**src/common/hub_cfg_defines.vh**
```
`ifndef HUB_CFG_DEFINES_VH
`define HUB_CFG_DEFINES_VH

// Register offsets on the configuration access port
`define ADDR_PORT_USED_CONFIG 8'h08
`define ADDR_DEVICE_CONFIG_TWO 8'h0a

// device_config_two field positions
`define DC2_RSVD_HI_BIT 7
`define DC2_CHARGE_OVR_BIT 6
`define DC2_POLARITY_BIT 5
`define DC2_HI_SEL_BIT 4
`define DC2_SPARE_HI_BIT 3
`define DC2_SPARE_LO_BIT 2
`define DC2_AUTO_DIS_BIT 1
`define DC2_RSVD_LO_BIT 0

// port_used_config field layout
`define PUC_USED_HI_BIT 3
`define PUC_USED_LO_BIT 0

// Reset values
`define PORT_USED_RESET 4'hf
`define CHARGE_OVR_RESET 1'h0
`define POLARITY_RESET 1'h0
`define HI_SEL_RESET 1'h0
`define SPARE_RESET 2'h0
`define AUTO_DIS_RESET 1'h0
`define READ_DATA_RESET 8'h00
`define UNMAPPED_READ 8'h00

// Per-port charging behaviour codes
`define CHARGE_MODE_WIDTH 3
`define CHARGE_OFF 3'h0
`define CHARGE_CDP 3'h1
`define CHARGE_DCP 3'h2
`define CHARGE_AUTO_PROFILE_TWO 3'h3
`define CHARGE_AUTO_PROFILE_THREE 3'h4

`endif

```
**src/hw/charge_mode_select.v**
```verilog
`timescale 1ns/1ps

`include "hub_cfg_defines.vh"

module charge_mode_select #(
	parameter PORTS = 4
) (
	// Configuration
	input wire autoChargeDisable,
	input wire highCurrentSelect,
	// Port state
	input wire upstreamConnected,
	input wire [PORTS-1:0] chargePortEnable,
	// Result, one code per port
	output reg [PORTS*`CHARGE_MODE_WIDTH-1:0] chargeModeNext
);

	integer i;

	always @* begin
		chargeModeNext = {PORTS*`CHARGE_MODE_WIDTH{1'b0}};
		for (i = 0; i < PORTS; i = i + 1) begin
			if (!chargePortEnable[i]) begin
				chargeModeNext[i*`CHARGE_MODE_WIDTH +: `CHARGE_MODE_WIDTH] = `CHARGE_OFF;
			end else if (upstreamConnected) begin
				// Host attached: always CDP, disable bit ignored
				chargeModeNext[i*`CHARGE_MODE_WIDTH +: `CHARGE_MODE_WIDTH] = `CHARGE_CDP;
			end else if (autoChargeDisable) begin
				chargeModeNext[i*`CHARGE_MODE_WIDTH +: `CHARGE_MODE_WIDTH] = `CHARGE_DCP;
			end else if (highCurrentSelect) begin
				// Divider select matters only in this branch
				chargeModeNext[i*`CHARGE_MODE_WIDTH +: `CHARGE_MODE_WIDTH] = `CHARGE_AUTO_PROFILE_THREE;
			end else begin
				chargeModeNext[i*`CHARGE_MODE_WIDTH +: `CHARGE_MODE_WIDTH] = `CHARGE_AUTO_PROFILE_TWO;
			end
		end
	end

endmodule // charge_mode_select

```
**src/hw/hub_port_charge_config_regs.v**
```verilog
`timescale 1ns/1ps

`include "hub_cfg_defines.vh"

// Contract
// - Four port-used bits, bit n is port n+1
// - Port-used writable only with port override set
// - Legacy-speed-only forces USB2 side enabled
// - Bits 7 and 0 read zero, ignore writes
// - Charge override gates divider select writes
// - Override and divider select written together
// - Power-switch outputs follow polarity bit
// - Auto mode uses profile two or three
// - Divider select reads OTP while override clear
// - Bits 3:2 are plain read-back storage
// - Auto-disable bit captured from strap at reset
// - Disable zero enables auto, one DCP/CDP only
// - Auto only charging ports, upstream unconnected
// - Upstream connected gives CDP on charging ports
// - Divider select affects high-current auto only
// - Port override makes port fields writable
// - Charging-enabled per bit of enable field
module hub_port_charge_config_regs #(
	parameter PORTS = 4
) (
	// Clock and reset
	input wire clock,
	input wire rst,
	input wire clockEnable,
	// Configuration source selection
	input wire smbusMode,
	input wire eepromMode,
	// SMBus host register access
	input wire hostWrite,
	input wire hostRead,
	input wire [7:0] hostAddr,
	input wire [7:0] hostWriteData,
	output reg [7:0] hostReadData,
	// EEPROM loader
	input wire eepromLoad,
	input wire [7:0] eepromAddr,
	input wire [7:0] eepromData,
	// Strap pins
	input wire polarityStrapPin,
	input wire autoChargeStrapPin,
	// OTP defaults
	input wire [PORTS-1:0] otpPortUsed,
	input wire otpHighCurrentSelect,
	// Neighbouring configuration fields
	input wire portConfigOverride,
	input wire [PORTS-1:0] legacySpeedOnly,
	input wire [PORTS-1:0] chargePortEnable,
	// Hub state
	input wire upstreamConnected,
	input wire [PORTS-1:0] portPowerRequest,
	// Port controls
	output reg [PORTS-1:0] portEnable,
	output reg [PORTS-1:0] usb2PortEnable,
	output reg [PORTS-1:0] powerSwitchEnableOut,
	output reg [PORTS*`CHARGE_MODE_WIDTH-1:0] chargeMode,
	// Effective configuration
	output reg powerSwitchPolarity,
	output reg autoChargeDisable,
	output reg highCurrentSelect
);

	// Width of one per-port charging code
	localparam MW = `CHARGE_MODE_WIDTH;

	// Writable bits of device_config_two; bits 7 and 0 are dropped on the way in
	localparam [7:0] DC2_WRITE_MASK = 8'h7e;

	// Stored fields
	reg [PORTS-1:0] portUsed_reg;
	reg [PORTS-1:0] portUsed_next;
	reg chargeOverride_reg;
	reg chargeOverride_next;
	reg polarity_reg;
	reg polarity_next;
	reg hiSel_reg;
	reg hiSel_next;
	reg [1:0] spare_reg;
	reg [1:0] spare_next;
	reg autoDis_reg;
	reg autoDis_next;
	reg strapPending_reg;
	reg [7:0] readData_next;

	// Merged write path
	reg wrEn;
	reg [7:0] wrAddr;
	reg [7:0] wrData;
	wire hostWriteTaken;
	wire eepromWriteTaken;
	wire wrPortUsed;
	wire wrDevCfgTwo;
	wire [PORTS-1:0] usedWriteValue;
	wire [7:0] dc2WriteData;

	// Effective values
	wire [PORTS-1:0] usedEff;
	wire hiSelEff;
	wire [7:0] portUsedRead;
	wire [7:0] devCfgTwoRead;
	wire [PORTS*MW-1:0] chargeModeNext;
	wire [PORTS-1:0] usb2Next;
	wire [PORTS-1:0] switchNext;

	// Source qualifiers; a strobe in the wrong mode never reaches the fields
	assign eepromWriteTaken = eepromMode & eepromLoad;
	assign hostWriteTaken = smbusMode & hostWrite;

	// EEPROM wins if both sources strike at once; in practice only one mode is live
	always @* begin
		wrEn = 1'b0;
		wrAddr = 8'h00;
		wrData = 8'h00;
		if (eepromWriteTaken) begin
			wrEn = 1'b1;
			wrAddr = eepromAddr;
			wrData = eepromData;
		end else if (hostWriteTaken) begin
			wrEn = 1'b1;
			wrAddr = hostAddr;
			wrData = hostWriteData;
		end
	end

	// Address decode and write images
	assign wrPortUsed = wrEn && (wrAddr == `ADDR_PORT_USED_CONFIG);
	assign wrDevCfgTwo = wrEn && (wrAddr == `ADDR_DEVICE_CONFIG_TWO);
	// Upper nibble of a port-used write is dropped, it reads back as zero
	assign usedWriteValue = wrData[`PUC_USED_LO_BIT +: PORTS];
	assign dc2WriteData = wrData & DC2_WRITE_MASK;

	// Effective field values seen by the port logic and by reads
	assign usedEff = portConfigOverride ? portUsed_reg : otpPortUsed;
	assign hiSelEff = chargeOverride_reg ? hiSel_reg : otpHighCurrentSelect;

	// Read images; reserved bits forced low
	// Port-used reads show the OTP image unless the override is set
	assign portUsedRead = {{(8-PORTS){1'b0}}, usedEff};
	assign devCfgTwoRead = {
		1'b0,
		chargeOverride_reg,
		polarity_reg,
		hiSelEff,
		spare_reg,
		autoDis_reg,
		1'b0
	};

	// Port-used field; without the override the OTP image stands
	// The override bit itself lives outside this block
	always @* begin
		portUsed_next = portUsed_reg;
		if (wrPortUsed && portConfigOverride) begin
			portUsed_next = usedWriteValue;
		end
	end

	// Charge override and divider select
	always @* begin
		chargeOverride_next = chargeOverride_reg;
		hiSel_next = hiSel_reg;
		if (wrDevCfgTwo) begin
			chargeOverride_next = dc2WriteData[`DC2_CHARGE_OVR_BIT];
			// Gate on the incoming override so one access can set both
			if (dc2WriteData[`DC2_CHARGE_OVR_BIT]) begin
				hiSel_next = dc2WriteData[`DC2_HI_SEL_BIT];
			end
		end
	end

	// Polarity; the strap capture outranks a write in the same cycle
	always @* begin
		polarity_next = polarity_reg;
		if (strapPending_reg) begin
			polarity_next = polarityStrapPin;
		end else if (wrDevCfgTwo) begin
			polarity_next = dc2WriteData[`DC2_POLARITY_BIT];
		end
	end

	// Spare bits: storage only, read back as written
	// Ignored in the strap cycle, like the other strap-loaded bits
	always @* begin
		spare_next = spare_reg;
		if (!strapPending_reg && wrDevCfgTwo) begin
			spare_next = dc2WriteData[`DC2_SPARE_HI_BIT:`DC2_SPARE_LO_BIT];
		end
	end

	// Auto-charge disable
	always @* begin
		autoDis_next = autoDis_reg;
		if (strapPending_reg) begin
			autoDis_next = autoChargeStrapPin;
		end else if (wrDevCfgTwo) begin
			autoDis_next = dc2WriteData[`DC2_AUTO_DIS_BIT];
		end
	end

	// Read decode; data holds between reads
	always @* begin
		readData_next = hostReadData;
		if (hostRead) begin
			case (hostAddr)
				`ADDR_PORT_USED_CONFIG: begin
					readData_next = portUsedRead;
				end
				`ADDR_DEVICE_CONFIG_TWO: begin
					readData_next = devCfgTwoRead;
				end
				default: begin
					readData_next = `UNMAPPED_READ;
				end
			endcase
		end
	end

	// Port-used storage
	always @(posedge clock) begin
		if (rst) begin
			portUsed_reg <= `PORT_USED_RESET;
		end else if (clockEnable) begin
			portUsed_reg <= portUsed_next;
		end
	end

	// Charge override and divider select storage
	always @(posedge clock) begin
		if (rst) begin
			chargeOverride_reg <= `CHARGE_OVR_RESET;
			hiSel_reg <= `HI_SEL_RESET;
		end else if (clockEnable) begin
			chargeOverride_reg <= chargeOverride_next;
			hiSel_reg <= hiSel_next;
		end
	end

	// Strap-loaded and spare storage; straps are sampled on the first enabled edge after release
	always @(posedge clock) begin
		if (rst) begin
			polarity_reg <= `POLARITY_RESET;
			spare_reg <= `SPARE_RESET;
			autoDis_reg <= `AUTO_DIS_RESET;
			strapPending_reg <= 1'b1;
		end else if (clockEnable) begin
			polarity_reg <= polarity_next;
			spare_reg <= spare_next;
			autoDis_reg <= autoDis_next;
			strapPending_reg <= 1'b0;
		end
	end

	// Read data register
	always @(posedge clock) begin
		if (rst) begin
			hostReadData <= `READ_DATA_RESET;
		end else if (clockEnable) begin
			hostReadData <= readData_next;
		end
	end

	// Effective polarity
	always @(posedge clock) begin
		if (rst) begin
			powerSwitchPolarity <= `POLARITY_RESET;
		end else if (clockEnable) begin
			powerSwitchPolarity <= polarity_reg;
		end
	end

	// Effective auto-charge disable
	always @(posedge clock) begin
		if (rst) begin
			autoChargeDisable <= `AUTO_DIS_RESET;
		end else if (clockEnable) begin
			autoChargeDisable <= autoDis_reg;
		end
	end

	// Divider select as the charging logic sees it
	always @(posedge clock) begin
		if (rst) begin
			highCurrentSelect <= `HI_SEL_RESET;
		end else if (clockEnable) begin
			highCurrentSelect <= hiSelEff;
		end
	end

	// Per-port charging behaviour from the effective configuration
	charge_mode_select #(
		.PORTS(PORTS)
	) i_charge_mode_select (
		.autoChargeDisable(autoDis_reg),
		.highCurrentSelect(hiSelEff),
		.upstreamConnected(upstreamConnected),
		.chargePortEnable(chargePortEnable),
		.chargeModeNext(chargeModeNext)
	);

	// Per-port next values for the enables and the power switch
	genvar n;
	generate
		for (n = 0; n < PORTS; n = n + 1) begin : portNext
			// Legacy-speed-only ports keep their USB2 side on whatever the used bit says
			assign usb2Next[n] = usedEff[n] | legacySpeedOnly[n];
			// Active-low switches invert the request when the polarity bit is clear
			assign switchNext[n] = polarity_reg ? portPowerRequest[n] : ~portPowerRequest[n];
		end
	endgenerate

	// Per-port enables, power-switch drive and charging code
	genvar p;
	generate
		for (p = 0; p < PORTS; p = p + 1) begin : portLogic
			always @(posedge clock) begin
				if (rst) begin
					portEnable[p] <= 1'b0;
					usb2PortEnable[p] <= 1'b0;
					// Reset polarity is active low, so off is high
					powerSwitchEnableOut[p] <= 1'b1;
					chargeMode[p*MW +: MW] <= `CHARGE_OFF;
				end else if (clockEnable) begin
					portEnable[p] <= usedEff[p];
					usb2PortEnable[p] <= usb2Next[p];
					powerSwitchEnableOut[p] <= switchNext[p];
					chargeMode[p*MW +: MW] <= chargeModeNext[p*MW +: MW];
				end
			end
		end
	endgenerate

endmodule // hub_port_charge_config_regs

```
**config.mk**
```make
export PLATFORM = sky130hd
export DESIGN_NAME = hub_port_charge_config_regs
export DESIGN_NICKNAME = d
export VERILOG_FILES = /design/src/hw/charge_mode_select.v /design/src/hw/hub_port_charge_config_regs.v
export VERILOG_INCLUDE_DIRS = /design/src /design/src/common
export SDC_FILE = /design/constraint.sdc
export NUM_CORES = 1
export LEC_CHECK = 0
export BUFFER_PORTS_ARGS = -buffer_cell sky130_fd_sc_hd__clkbuf_2
export CORE_MARGIN = 2
export CORE_UTILIZATION = 34
export DETAILED_ROUTE_END_ITERATION = 10
export GPL_ROUTABILITY_DRIVEN = 0
export PLACE_DENSITY_LB_ADDON = 0.2
export SLEW_MARGIN = 20
export SYNTH_ARGS = -nofsm -noshare
export SYNTH_HDL_FRONTEND = slang
export SYNTH_SLANG_ARGS = --single-unit
```
**constraint.sdc**
```tcl
create_clock -name clock -period 2.1 [get_ports clock]
set_input_delay 0.42 -clock clock [delete_from_list [all_inputs] [get_ports clock]]
set_output_delay 0.42 -clock clock [all_outputs]
set_load 0.05 [all_outputs]
```
After elaboration in Yosys (flattened, before gate mapping):

Cells that the tools add are included.

* bits in registers: 46
* input bits: 61
* output and inout bits: 35
* logic and storage cells: 77

* equality and inequality tests: 4
* muxes and demuxes: 24
* bitwise logic cells: 10
* reduce and logical (&&, ||, !) cells: 12

Operator list (number)
* == test 8 x 4 -> 1 bit, second input constant: 4
* two-way mux 3 bit: 7
* two-way mux 8 bit: 2
* two-way mux 7 bit: 2
* one-hot mux 7 bit (2 select lines): 1
* two-way mux 1 bit: 11
* AND reduction 2 bit: 5
* logical AND 1 bit: 4
* two-way mux 4 bit: 1
* NOT 1 bit: 4
* OR 1 bit: 4
* AND reduction 3 bit: 1
* AND 1 bit: 2
* nonzero test 2 bit: 1
* logical NOT 1 bit: 1

Longest topological paths before layout:

Gate-level depths: netlist of the first run.

* depth after elaboration: 7
* depth in mapped cells: 7
* gate-level depth less buffers: 5

Cells and area by module:

Synthesis of the first run repeated with hierarchy kept, for this count alone.

* cells, all modules: 234
* area total of the unflattened synthesis: 2107.0 µm²

Modules (own cells, without submodules)
* hub_port_charge_config_regs: instances 1, cells an instance 219, area each 1994.4 µm², seq. area each 900.9 µm²
* charge_mode_select: instances 1, cells an instance 15, area each 112.6 µm², seq. area each 0.0 µm²

Least setup slack after synthesis of the first run:

OpenSTA, ideal clock, no wires.

* path kind: input -> register
* from: input eepromMode
* to: register portUsed_reg[0]
* library setup time: 0.072 ns
* arrival time: 1.579 ns
* data required time: 2.028 ns
* slack: 0.449 ns
* stages on the path: 6
* buffers on the path: 1
* path through: and2_4 -> buf_6 -> nor3b_4 -> nor2_2 -> nor4b_4 -> mux2i_1

* longest elaborated chain between the ends: 6
* elaborated cells on any way between the ends: 8
* classes of those cells: 1 x eq/ne; 3 x mux; 1 x bitwise; 3 x reduce/logical

Ends and longest elaborated chain
* start, declared: RTL line hub_port_charge_config_regs.v:32 `input wire eepromMode,`
* AND 1 bit (*): RTL line hub_port_charge_config_regs.v:110 `assign eepromWriteTaken = eepromMode & eepromLoad;`
* two-way mux 8 bit: RTL line hub_port_charge_config_regs.v:118 `if (eepromWriteTaken) begin`
* == test 8 x 4 -> 1 bit (no source line)
* logical AND 1 bit: RTL line hub_port_charge_config_regs.v:130 `` assign wrPortUsed = wrEn && (wrAddr == `ADDR_PORT_USED_CONFIG); ``
* logical AND 1 bit: RTL line hub_port_charge_config_regs.v:157 `if (wrPortUsed && portConfigOverride) begin`
* AND reduction 2 bit (no source line)
* end signal, assigned: RTL line hub_port_charge_config_regs.v:225 `` portUsed_reg <= `PORT_USED_RESET; ``
* end signal, assigned: RTL line hub_port_charge_config_regs.v:227 `portUsed_reg <= portUsed_next;`
* end, declared: RTL line hub_port_charge_config_regs.v:74 `reg [PORTS-1:0] portUsed_reg;`

Every way passes the cells marked *; elsewhere a longest branch is shown, timed or not.
A chain may end at the register's enable or synchronous reset.

Worst setup path in the final report of the first run:

* from: input hostAddr[4]
* to: register portUsed_reg[1]

* longest elaborated chain between the ends: 6

Ends and longest elaborated chain
* start, declared: RTL line hub_port_charge_config_regs.v:36 `input wire [7:0] hostAddr,`
* two-way mux 8 bit: RTL line hub_port_charge_config_regs.v:122 `end else if (hostWriteTaken) begin`
* two-way mux 8 bit: RTL line hub_port_charge_config_regs.v:118
* == test 8 x 4 -> 1 bit (no source line)
* logical AND 1 bit: RTL line hub_port_charge_config_regs.v:130
* logical AND 1 bit: RTL line hub_port_charge_config_regs.v:157
* AND reduction 2 bit (no source line)

Every way passes these cells.

==> results.toml, run 1 <==
[layout]
largest_registers = "chargeMode x12, hostReadData x7"
top_register = "chargeMode"
n_antenna_cell = 0
drive_gt1_share_pct = 36.36
area_growth_pct = 30.12
nets = 379
largest_reg_flops = 12
finish.utilization_pct = 45.64

[routing]
dr.first_iter.drc_count = 77
vias = 1969
first_pass_iters = 4
viasPerCell = 4.997
wl_per_cell_um = 13.43
drcViolationCount = 0
drtAntennaViolNets = 0
routed_wl_mm = 5.290

[worst_hold_path]
hp-class = "input pin to register"
hold_path_startpoint = "polarityStrapPin"
hold-path-cell-count = 3
holdPathEnd = "polarity_reg"

[setup_path]
critical_path_peak_fanout = 4
r2r-start = "chargeOverride_reg"
endpoint_kind = "register"
start_kind = "input pin"
regToRegEndpoint = "chargeMode[9]"
r2r_cells = 4
crit_required_ns = 2.33
critical_path_class = "input pin to register"
r2r_setup_slack_ns = 0.67
cp.arrival_ns = 1.79

[cts]
clk_latency_ns = 0.29
postCtsSetupBuffers = 0
ctsHoldBuffers = 0
clk_pin_slew_ns = 0.08
root_buffer = "clkbuf_8"
cts_buffer_depth = 2
h-tree-depth = 2
cts_tree = "built"
numCtsBuffers = 5
clock_sinks = 45
post_cts_resized = 0

[sta]
setup_viol = 0
fin_skew_ns = 0.005167
fin_ws_ns = 0.5372
fmax_mhz = 639.9
finalCritPeriodShare_pct = 74.42
setup_tns_ns = 0
rsz0062_at_grt = "no"
slew_violations = 0
hold_violations = 0
finalCriticalPeriod_ns = 1.563

[logic_synthesis]
syn_nets = 293
ys_ff_latch = 45
synth.avg_cell_area_um2 = 8.899
synth_edf_count = 0
synth_cells = 232
async_flop_share_pct = 0
syn-cell-area_mm2 = 0.002064
yosys_warnings = 0
synth_ff_type = "dfxtp_1"
synth.distinct_cells = 46
ys_seq_area_share_pct = 43.64

[power_and_ir_drop]
p_per_area_mw_per_mm2 = 719.9
leakagePower_nw = 1.208
vdd_drop_max_mv = 0.2920

[floorplanning]
chipWidth_um = 81.93
rows = 28
dieArea_mm2 = 0.006712
start_util_pct = 35.08
ioPinCount = 96
coreArea_mm2 = 0.005886
die_h_um = 81.93

[place]
port_buffers = 92
dp_hpwl_mm = 4.002
dp_slack_ns = 0.2076

[grt]
grt-ovfl-total = 0
grt_pass1_vias = 1848
grt_pass1_wl_mm = 8.369
track_usage_pct = 16.17
grt_max_degree = 30
grt_antenna_before_repair = 0

[run]
drv_cap = 0

[outcome]
status = "finished, final reports clean"
==> cell families (layout without fill, tap and decap cells) <==
logic type / Yosys count / in the layout / synth area share (%)
simple gates: 80 / 80 / 19.88
compound gates: 65 / 65 / 23.46
flops: 45 / 45 / 43.64
buf+inv: 25 / 112 / 5.273
mux: 12 / 12 / 5.879
xor+xnor: 4 / 4 / 1.697
other cells: 1 / 1 / 0.1816
==> report_power, final <==
part	leakage (nW)	switching (mW)	internal, mW	total, mW
Sequential	0.368	0.0229	0.886	0.909
Combinational	0.781	0.235	0.119	0.354
Clock	0.0585	0.283	0.388	0.671
Total	1.21	0.542	1.39	1.93
==> layout by cell type (no fill, tap or decap), drive strengths merged, types with 3 or more instances in the layout <==
cell type  instances
nand3             14
a21oi             16
a311oi             4
a32oi              3
dfxtp             45
buf                4
clkbuf            99
a22oi              8
o21ai              4
nand2             21
a211o              4
nor2              33
a211oi             7
mux2i             11
o211ai             4
nor3               3
xor2               4
inv                8
==> worst max path at each step <==
stage          slack [ns]         endpoint        start
2_1_floorplan        0.45  portUsed_reg[0]   eepromMode
3_3_place_gp         0.24  portUsed_reg[1]  hostAddr[4]
3_5_place_dp         0.21  portUsed_reg[1]  hostAddr[4]
4_1_cts              0.53  portUsed_reg[1]  hostAddr[4]
5_1_grt              0.43  portUsed_reg[3]  hostAddr[4]
6_report             0.54  portUsed_reg[1]  hostAddr[4]
==> cell type report <==
class / count / area (µm²)
inverter: 8 / 30.03
sequential: 45 / 900.9
timing repair buffer: 96 / 490.5
fill: 604 / 3199
multi-input combinational: 162 / 1055
tap: 75 / 93.84
clock inverter: 1 / 30.03
clock buffer: 7 / 86.33
==> critical path, cell delays in order <==
cell and delay [ns]:
clkbuf_2 0.08, nor4_2 0.34, o31a_1 0.24, nand2_2 0.08
nor4b_4 0.40, mux2i_1 0.22
==> Yosys cell counts (2+ instances only) <==
master,count,area share (%)
xor2_1,4,1.7
a211oi_1,7,2.5
o21ai_0,4,0.97
a21oi_1,16,3.9
inv_1,8,1.5
buf_4,2,0.73
nand2_1,19,3.5
a211o_1,4,1.7
a311oi_1,4,1.7
nor3_1,3,0.73
o211ai_1,4,1.5
a32oi_1,3,1.3
a221o_1,2,0.97
nor2b_1,2,0.61
a31oi_1,2,0.61
nor2_1,31,5.6
nand3_1,14,3.4
a22oi_1,8,2.9
buf_1,2,0.36
mux2i_1,11,5.3
a221oi_1,2,0.85
dfxtp_1,45,44
clkbuf_1,12,2.2
==> metrics by stage <==
| stage | power [mW] | hold WS [ns] | instances | area (µm²) |
|---|---|---|---|---|
| after global routing | 2.024 | 0.3340 | 394 | 2686 |
| after floorplan | 1.167 | 0.4309 | 232 | 2064 |
| final | 1.934 | 0.3349 | 394 | 2686 |
| after global placement | 1.281 | 0.4486 | 386 | 2570 |
| after detailed placement | 1.286 | 0.4524 | 386 | 2570 |
| after CTS | 1.955 | 0.3286 | 394 | 2686 |
==> metal layers <==
layer | track usage (%) | wire [µm] | up-vias | part of all wire (%)
met1 | 20.17 | 2407 | 901 | 46
li1 | - | - | 1010 | -
met4 | 6.333 | 102 | 0 | 1.9
met3 | 3.956 | 266 | 10 | 5.0
met5 | 0 | 0 | - | 0
met2 | 26.75 | 2514 | 48 | 48
(Power assumes the default switching activity.)
==> run 2: changes to the inputs <==
==> constraint.sdc (replaced) <==
create_clock -name clock -period 1.3 [get_ports clock]
set_input_delay 0.26 -clock clock [delete_from_list [all_inputs] [get_ports clock]]
set_output_delay 0.26 -clock clock [all_outputs]
set_load 0.05 [all_outputs]
==> run 2 against run 1 <==
Die area unchanged. Total power increased by 54%. Global-route usage increased by 1.0 points. Sequential share of layout area decreased by 2.4 points. Setup slack got worse by 0.52 ns. Via count increased by 3.4%. Hold slack got worse by 0.14 ns. Clock power increased by 29%. Utilization increased by 3.7 points. Routed wire length increased by 4.8%. Critical path depth increased by 1. Largest cell class unchanged. Highest routed layer unchanged.
==> results.toml, run 2 (synthesis gave the netlist of run 1 again) <==
[setup_path]
crit_path_cell_trace = "buf_6 > nor3b_4 > nor3b_4 > nor2_2 > nor4b_4 > buf_4 > mux2i_1"
path_buf_inv = 2
critical_path_peak_fanout = 4
critical_path_class = "input pin to register"
crit_required_ns = 1.52
crit_slowest_cell = "nor3b_4"
cpMostUsedCell = "nor3b_4"
cp.arrival_ns = 1.50
slowest_delay_ns = 0.26
cp_top_family = "simple AND/OR/NAND/NOR gates"
start_kind = "input pin"
endpoint_kind = "register"

[layout]
area_growth_pct = 40.73
largest_reg_flops = 12
stdcell_count = 415
nets = 401
n_antenna_cell = 0
fin_area_mm2 = 0.002905
drive_gt1_share_pct = 41.76
top_register = "chargeMode"
final_cell_mix = "clkbuf_2, dfxtp_1, nor2_1"
nFillCells = 599
largest_registers = "chargeMode x12, hostReadData x7"
final_common_cell = "clkbuf_2"

[floorplanning]
start_util_pct = 35.08
dieArea_mm2 = 0.006712
coreArea_mm2 = 0.005886
die_h_um = 81.93
rows = 28
chipWidth_um = 81.93
ioPinCount = 96

[sta]
rsz0062_at_grt = "yes"
fmax_mhz = 781.9
fin_skew_ns = 0.003988
finalCriticalPeriod_ns = 1.279
finalCritPeriodShare_pct = 98.38
whs_ns = 0.1917
setup_viol = 0
hold_violations = 0
slew_violations = 0

[power_and_ir_drop]
pwr-share-seq_pct = 49.2
vdd_drop_max_mv = 0.7312
intPower_mw = 2.098
pwr-share-clk_pct = 29.0
finalPower_mw = 2.982
netSwitchingPower_mw = 0.8838
p_per_area_mw_per_mm2 = 1026
leakagePower_nw = 1.326
switching_share_pct = 29.64
p_comb_share_pct = 21.8

[place]
port_buffers = 92
dp_hpwl_mm = 4.369
placed_cells = 408
place_area_mm2 = 0.002768

[routing]
wl_met1_mm = 2.402
first_pass_iters = 4
wl_per_cell_um = 13.36
highest_layer = "met4"
route.met2.wl_mm = 2.773
drtAntennaViolNets = 0
met3WireLength_um = 309
drcViolationCount = 0
routed_wl_mm = 5.543
vias = 2035
dr.first_iter.drc_count = 60
viasPerCell = 4.904

[grt]
grt_pass1_vias = 2012
grt_antenna_before_repair = 0
grt_max_degree = 21
grt-ovfl-total = 0
track_usage_pct = 17.19
grt_pass1_wl_mm = 8.873

[run]
drv_cap = 0

[worst_hold_path]
hp-class = "input pin to register"

[outcome]
status = "finished, final reports clean"

[cts]
clk_pin_slew_ns = 0.08
cts_buffer_depth = 2
clock_sinks = 45
h-tree-depth = 2
root_buffer = "clkbuf_8"
cts_tree = "built"
numCtsBuffers = 5
ctsHoldBuffers = 0
clk_latency_ns = 0.29
postCtsSetupBuffers = 0
-- run 2: cell count changes in the layout (fill, tap and decap cells not counted), sizes merged --
| cell | previous run | this run |
|---|---|---|
| clkbuf | 99 | 97 |
| buf | 4 | 28 |
| bufinv | 1 | 0 |
-- run 2: worst paths after layout --
kind / start / to / slack (ns) / depth (start not counted)
worst max-delay path: hostAddr[0] / portUsed_reg[2] / 0.02 / 7
worst min register to register: chargeMode[1] / chargeMode[1] / 0.47 / 2
worst max register to register: chargeOverride_reg / chargeMode[6] / 0.04 / 5
worst min-delay path: polarityStrapPin / polarity_reg / 0.19 / 3
-- run 2: stage by stage --
stage / setup TNS (ns) / worst slack [ns] / utilization (%)
2_1_floorplan: -0.8330 / -0.1685 / -
3_3_place_gp: -2.319 / -0.2624 / 47.02
3_5_place_dp: -2.608 / -0.3217 / 47.02
4_1_cts: 0 / 0.001012 / 48.60
5_1_grt: -0.2069 / -0.06459 / 49.36
6_report: 0 / 0.02101 / 49.36
-- run 2: worst reg2reg max path, stage by stage, from the launching register on --
cell and delay (ns):
dfxtp_4 0.38, mux2_4 0.31, o21bai_1 0.13, buf_4 0.15, nand3_1 0.08, a21oi_1 0.14
-- run 2: per-layer routing --
layer  up-vias  GRT usage, %
met5         -             0
li1       1057             -
met3         6         4.396
met1       917         19.38
met2        55         31.95
met4         0         4.333
-- run 2: area by class of cell --
class | count | area, µm² | share of cell area (%)
inverter | 8 | 30.03 | 1.034
timing repair buffer | 118 | 680.7 | 23.43
tap | 75 | 93.84 | 3.230
sequential | 45 | 904.6 | 31.14
multi-input combinational | 162 | 1110 | 38.20
clock buffer | 7 | 86.33 | 2.972
-- run 2: power groups by stage --
| stage | registers [mW] | clock network, mW | logic, mW |
|---|---|---|---|
| after floorplan | 1.65 | 0 | 0.238 |
| after global placement | 1.50 | 0 | 0.636 |
| after detailed placement | 1.50 | 0 | 0.641 |
| after CTS | 1.47 | 0.896 | 0.643 |
| after global routing | 1.47 | 0.938 | 0.701 |
| final | 1.47 | 0.866 | 0.650 |
-- run 2: timing repair --
action / in CTS / in global routing
resized for setup: 2 / 10
setup endpoints to repair: 9 / 13
pin swaps: 1 / 4
==> run 3: changes to the inputs <==
--- a/config.mk
+++ b/config.mk
@@ -7,8 +7,7 @@
 export NUM_CORES = 1
 export LEC_CHECK = 0
 export BUFFER_PORTS_ARGS = -buffer_cell sky130_fd_sc_hd__clkbuf_2
-export CORE_MARGIN = 2
-export CORE_UTILIZATION = 34
+export CORE_UTILIZATION = 42
 export DETAILED_ROUTE_END_ITERATION = 10
 export GPL_ROUTABILITY_DRIVEN = 0
 export PLACE_DENSITY_LB_ADDON = 0.2
==> run 3 against run 2 <==
Setup slack better by 0.011 ns. Largest cell class unchanged. Clock skew is 0.0020 ns higher. Global-route usage is 2.5 points higher. Utilization is 12 points higher. Critical path type is now register to register. Non-clock buffer count is 2 higher.
==> results.toml, run 3 (synthesis gave the netlist of run 1 again) <==
[setup_path]
endpoint_kind = "register"
critical_path_class = "register to register"
crit_required_ns = 1.53
cp.arrival_ns = 1.50
start_kind = "register"
critical_path_peak_fanout = 4

[routing]
viasPerCell = 4.949
drtAntennaViolNets = 0
route.met2.wl_mm = 2.199
vias = 2024
routed_wl_mm = 4.867
wl_met1_mm = 2.382
wl_per_cell_um = 11.90
met3WireLength_um = 251
first_pass_iters = 4
highest_layer = "met4"
dr.first_iter.drc_count = 104
drcViolationCount = 0

[layout]
largest_reg_flops = 12
final_cell_mix = "clkbuf_2, dfxtp_1, nor2_1"
final_common_cell = "clkbuf_2"
nets = 403
largest_registers = "chargeMode x12, hostReadData x7"
n_antenna_cell = 0
drive_gt1_share_pct = 41.81
area_growth_pct = 41.03
nFillCells = 429
top_register = "chargeMode"

[place]
dp_slack_ns = -0.2860
dp_hpwl_mm = 3.731
port_buffers = 92

[grt]
grt_pass1_vias = 1796
track_usage_pct = 19.69
grt-ovfl-total = 0
grt_max_degree = 23
grt_antenna_before_repair = 0
grt_pass1_wl_mm = 8.024

[cts]
clk_latency_ns = 0.29
cts_buffer_depth = 2
cts_tree = "built"
clk_pin_slew_ns = 0.08
h-tree-depth = 2
root_buffer = "clkbuf_8"
ctsHoldBuffers = 0
clock_sinks = 45
numCtsBuffers = 5

[power_and_ir_drop]
p_per_area_mw_per_mm2 = 1067
vdd_drop_max_mv = 0.6096
leakagePower_nw = 1.346

[sta]
setup_viol = 0
hold_violations = 0
fmax_mhz = 788.4
whs_ns = 0.1756
rsz0062_at_grt = "yes"
fin_skew_ns = 0.006006
finalCritPeriodShare_pct = 97.57
finalCriticalPeriod_ns = 1.268
slew_violations = 0
fin_ws_ns = 0.03164

[outcome]
status = "finished, final reports clean"

[floorplanning]
dieArea_mm2 = 0.005200
die_h_um = 72.11
start_util_pct = 43.71
ioPinCount = 96
rows = 25
chipWidth_um = 72.11
coreArea_mm2 = 0.004723

[worst_hold_path]
hp-class = "input pin to register"

[run]
drv_cap = 0
run 3: stage by stage:
stage	utilization, %	setup TNS [ns]	instance area, µm²	total power [mW]	cells
2_1_floorplan	-	-0.8330	2088	1.890	232
3_3_place_gp	58.81	-2.195	2778	2.128	401
3_5_place_dp	58.81	-2.350	2778	2.133	401
4_1_cts	61.03	0	2883	3.140	408
5_1_grt	61.64	-0.1697	2912	3.239	409
6_report	61.64	0	2912	3.106	409
run 3: cell type report:
class / instances / area, µm² / area share, %
clock buffers: 5 / 68.82 / 2.364
clock inverters: 2 / 35.03 / 1.203
inverters: 8 / 30.03 / 1.031
multi-input cells: 162 / 1084 / 37.22
flip-flops and latches: 45 / 902.1 / 30.98
well taps: 67 / 83.83 / 2.879
repair buffers: 120 / 708.2 / 24.32
run 3: what timing repair did:
item                                   in CTS  in global routing
setup endpoints to repair                   5                 17
buffers inserted                            0                  1
pin swaps                                   0                  8
endpoints found under the hold margin       0                  0
resized for setup                           1                  6
run 3: layer usage:
metal  vias to the layer above  global-route usage, %
li1                       1054                      -
met1                       903                  25.35
met2                        63                  32.09
met3                         4                  5.139
met4                         0                  6.536
met5                         -                      0
run 3: worst max-delay path: stages, from the launching register on:
cell and delay, ns:
dfxtp_2 0.36, mux2_2 0.35, o21bai_1 0.13, buf_4 0.15, nand3_1 0.09, a21oi_1 0.12
run 3: report_power, final:
part | leakage, nW | internal [mW] | switching, mW | total (mW)
clock network | 0.0540 | 0.559 | 0.441 | 0.999
registers | 0.369 | 1.43 | 0.0363 | 1.47
logic | 0.923 | 0.247 | 0.393 | 0.639
run 3: path summary, 6_finish.rpt:
path	slack [ns]	start	endpoint	depth (start not counted)
max	0.03	chargeOverride_reg	chargeMode[6]	5
min	0.18	polarityStrapPin	polarity_reg	3
max reg2reg	0.03	chargeOverride_reg	chargeMode[6]	5
min reg2reg	0.46	chargeMode[2]	chargeMode[2]	2
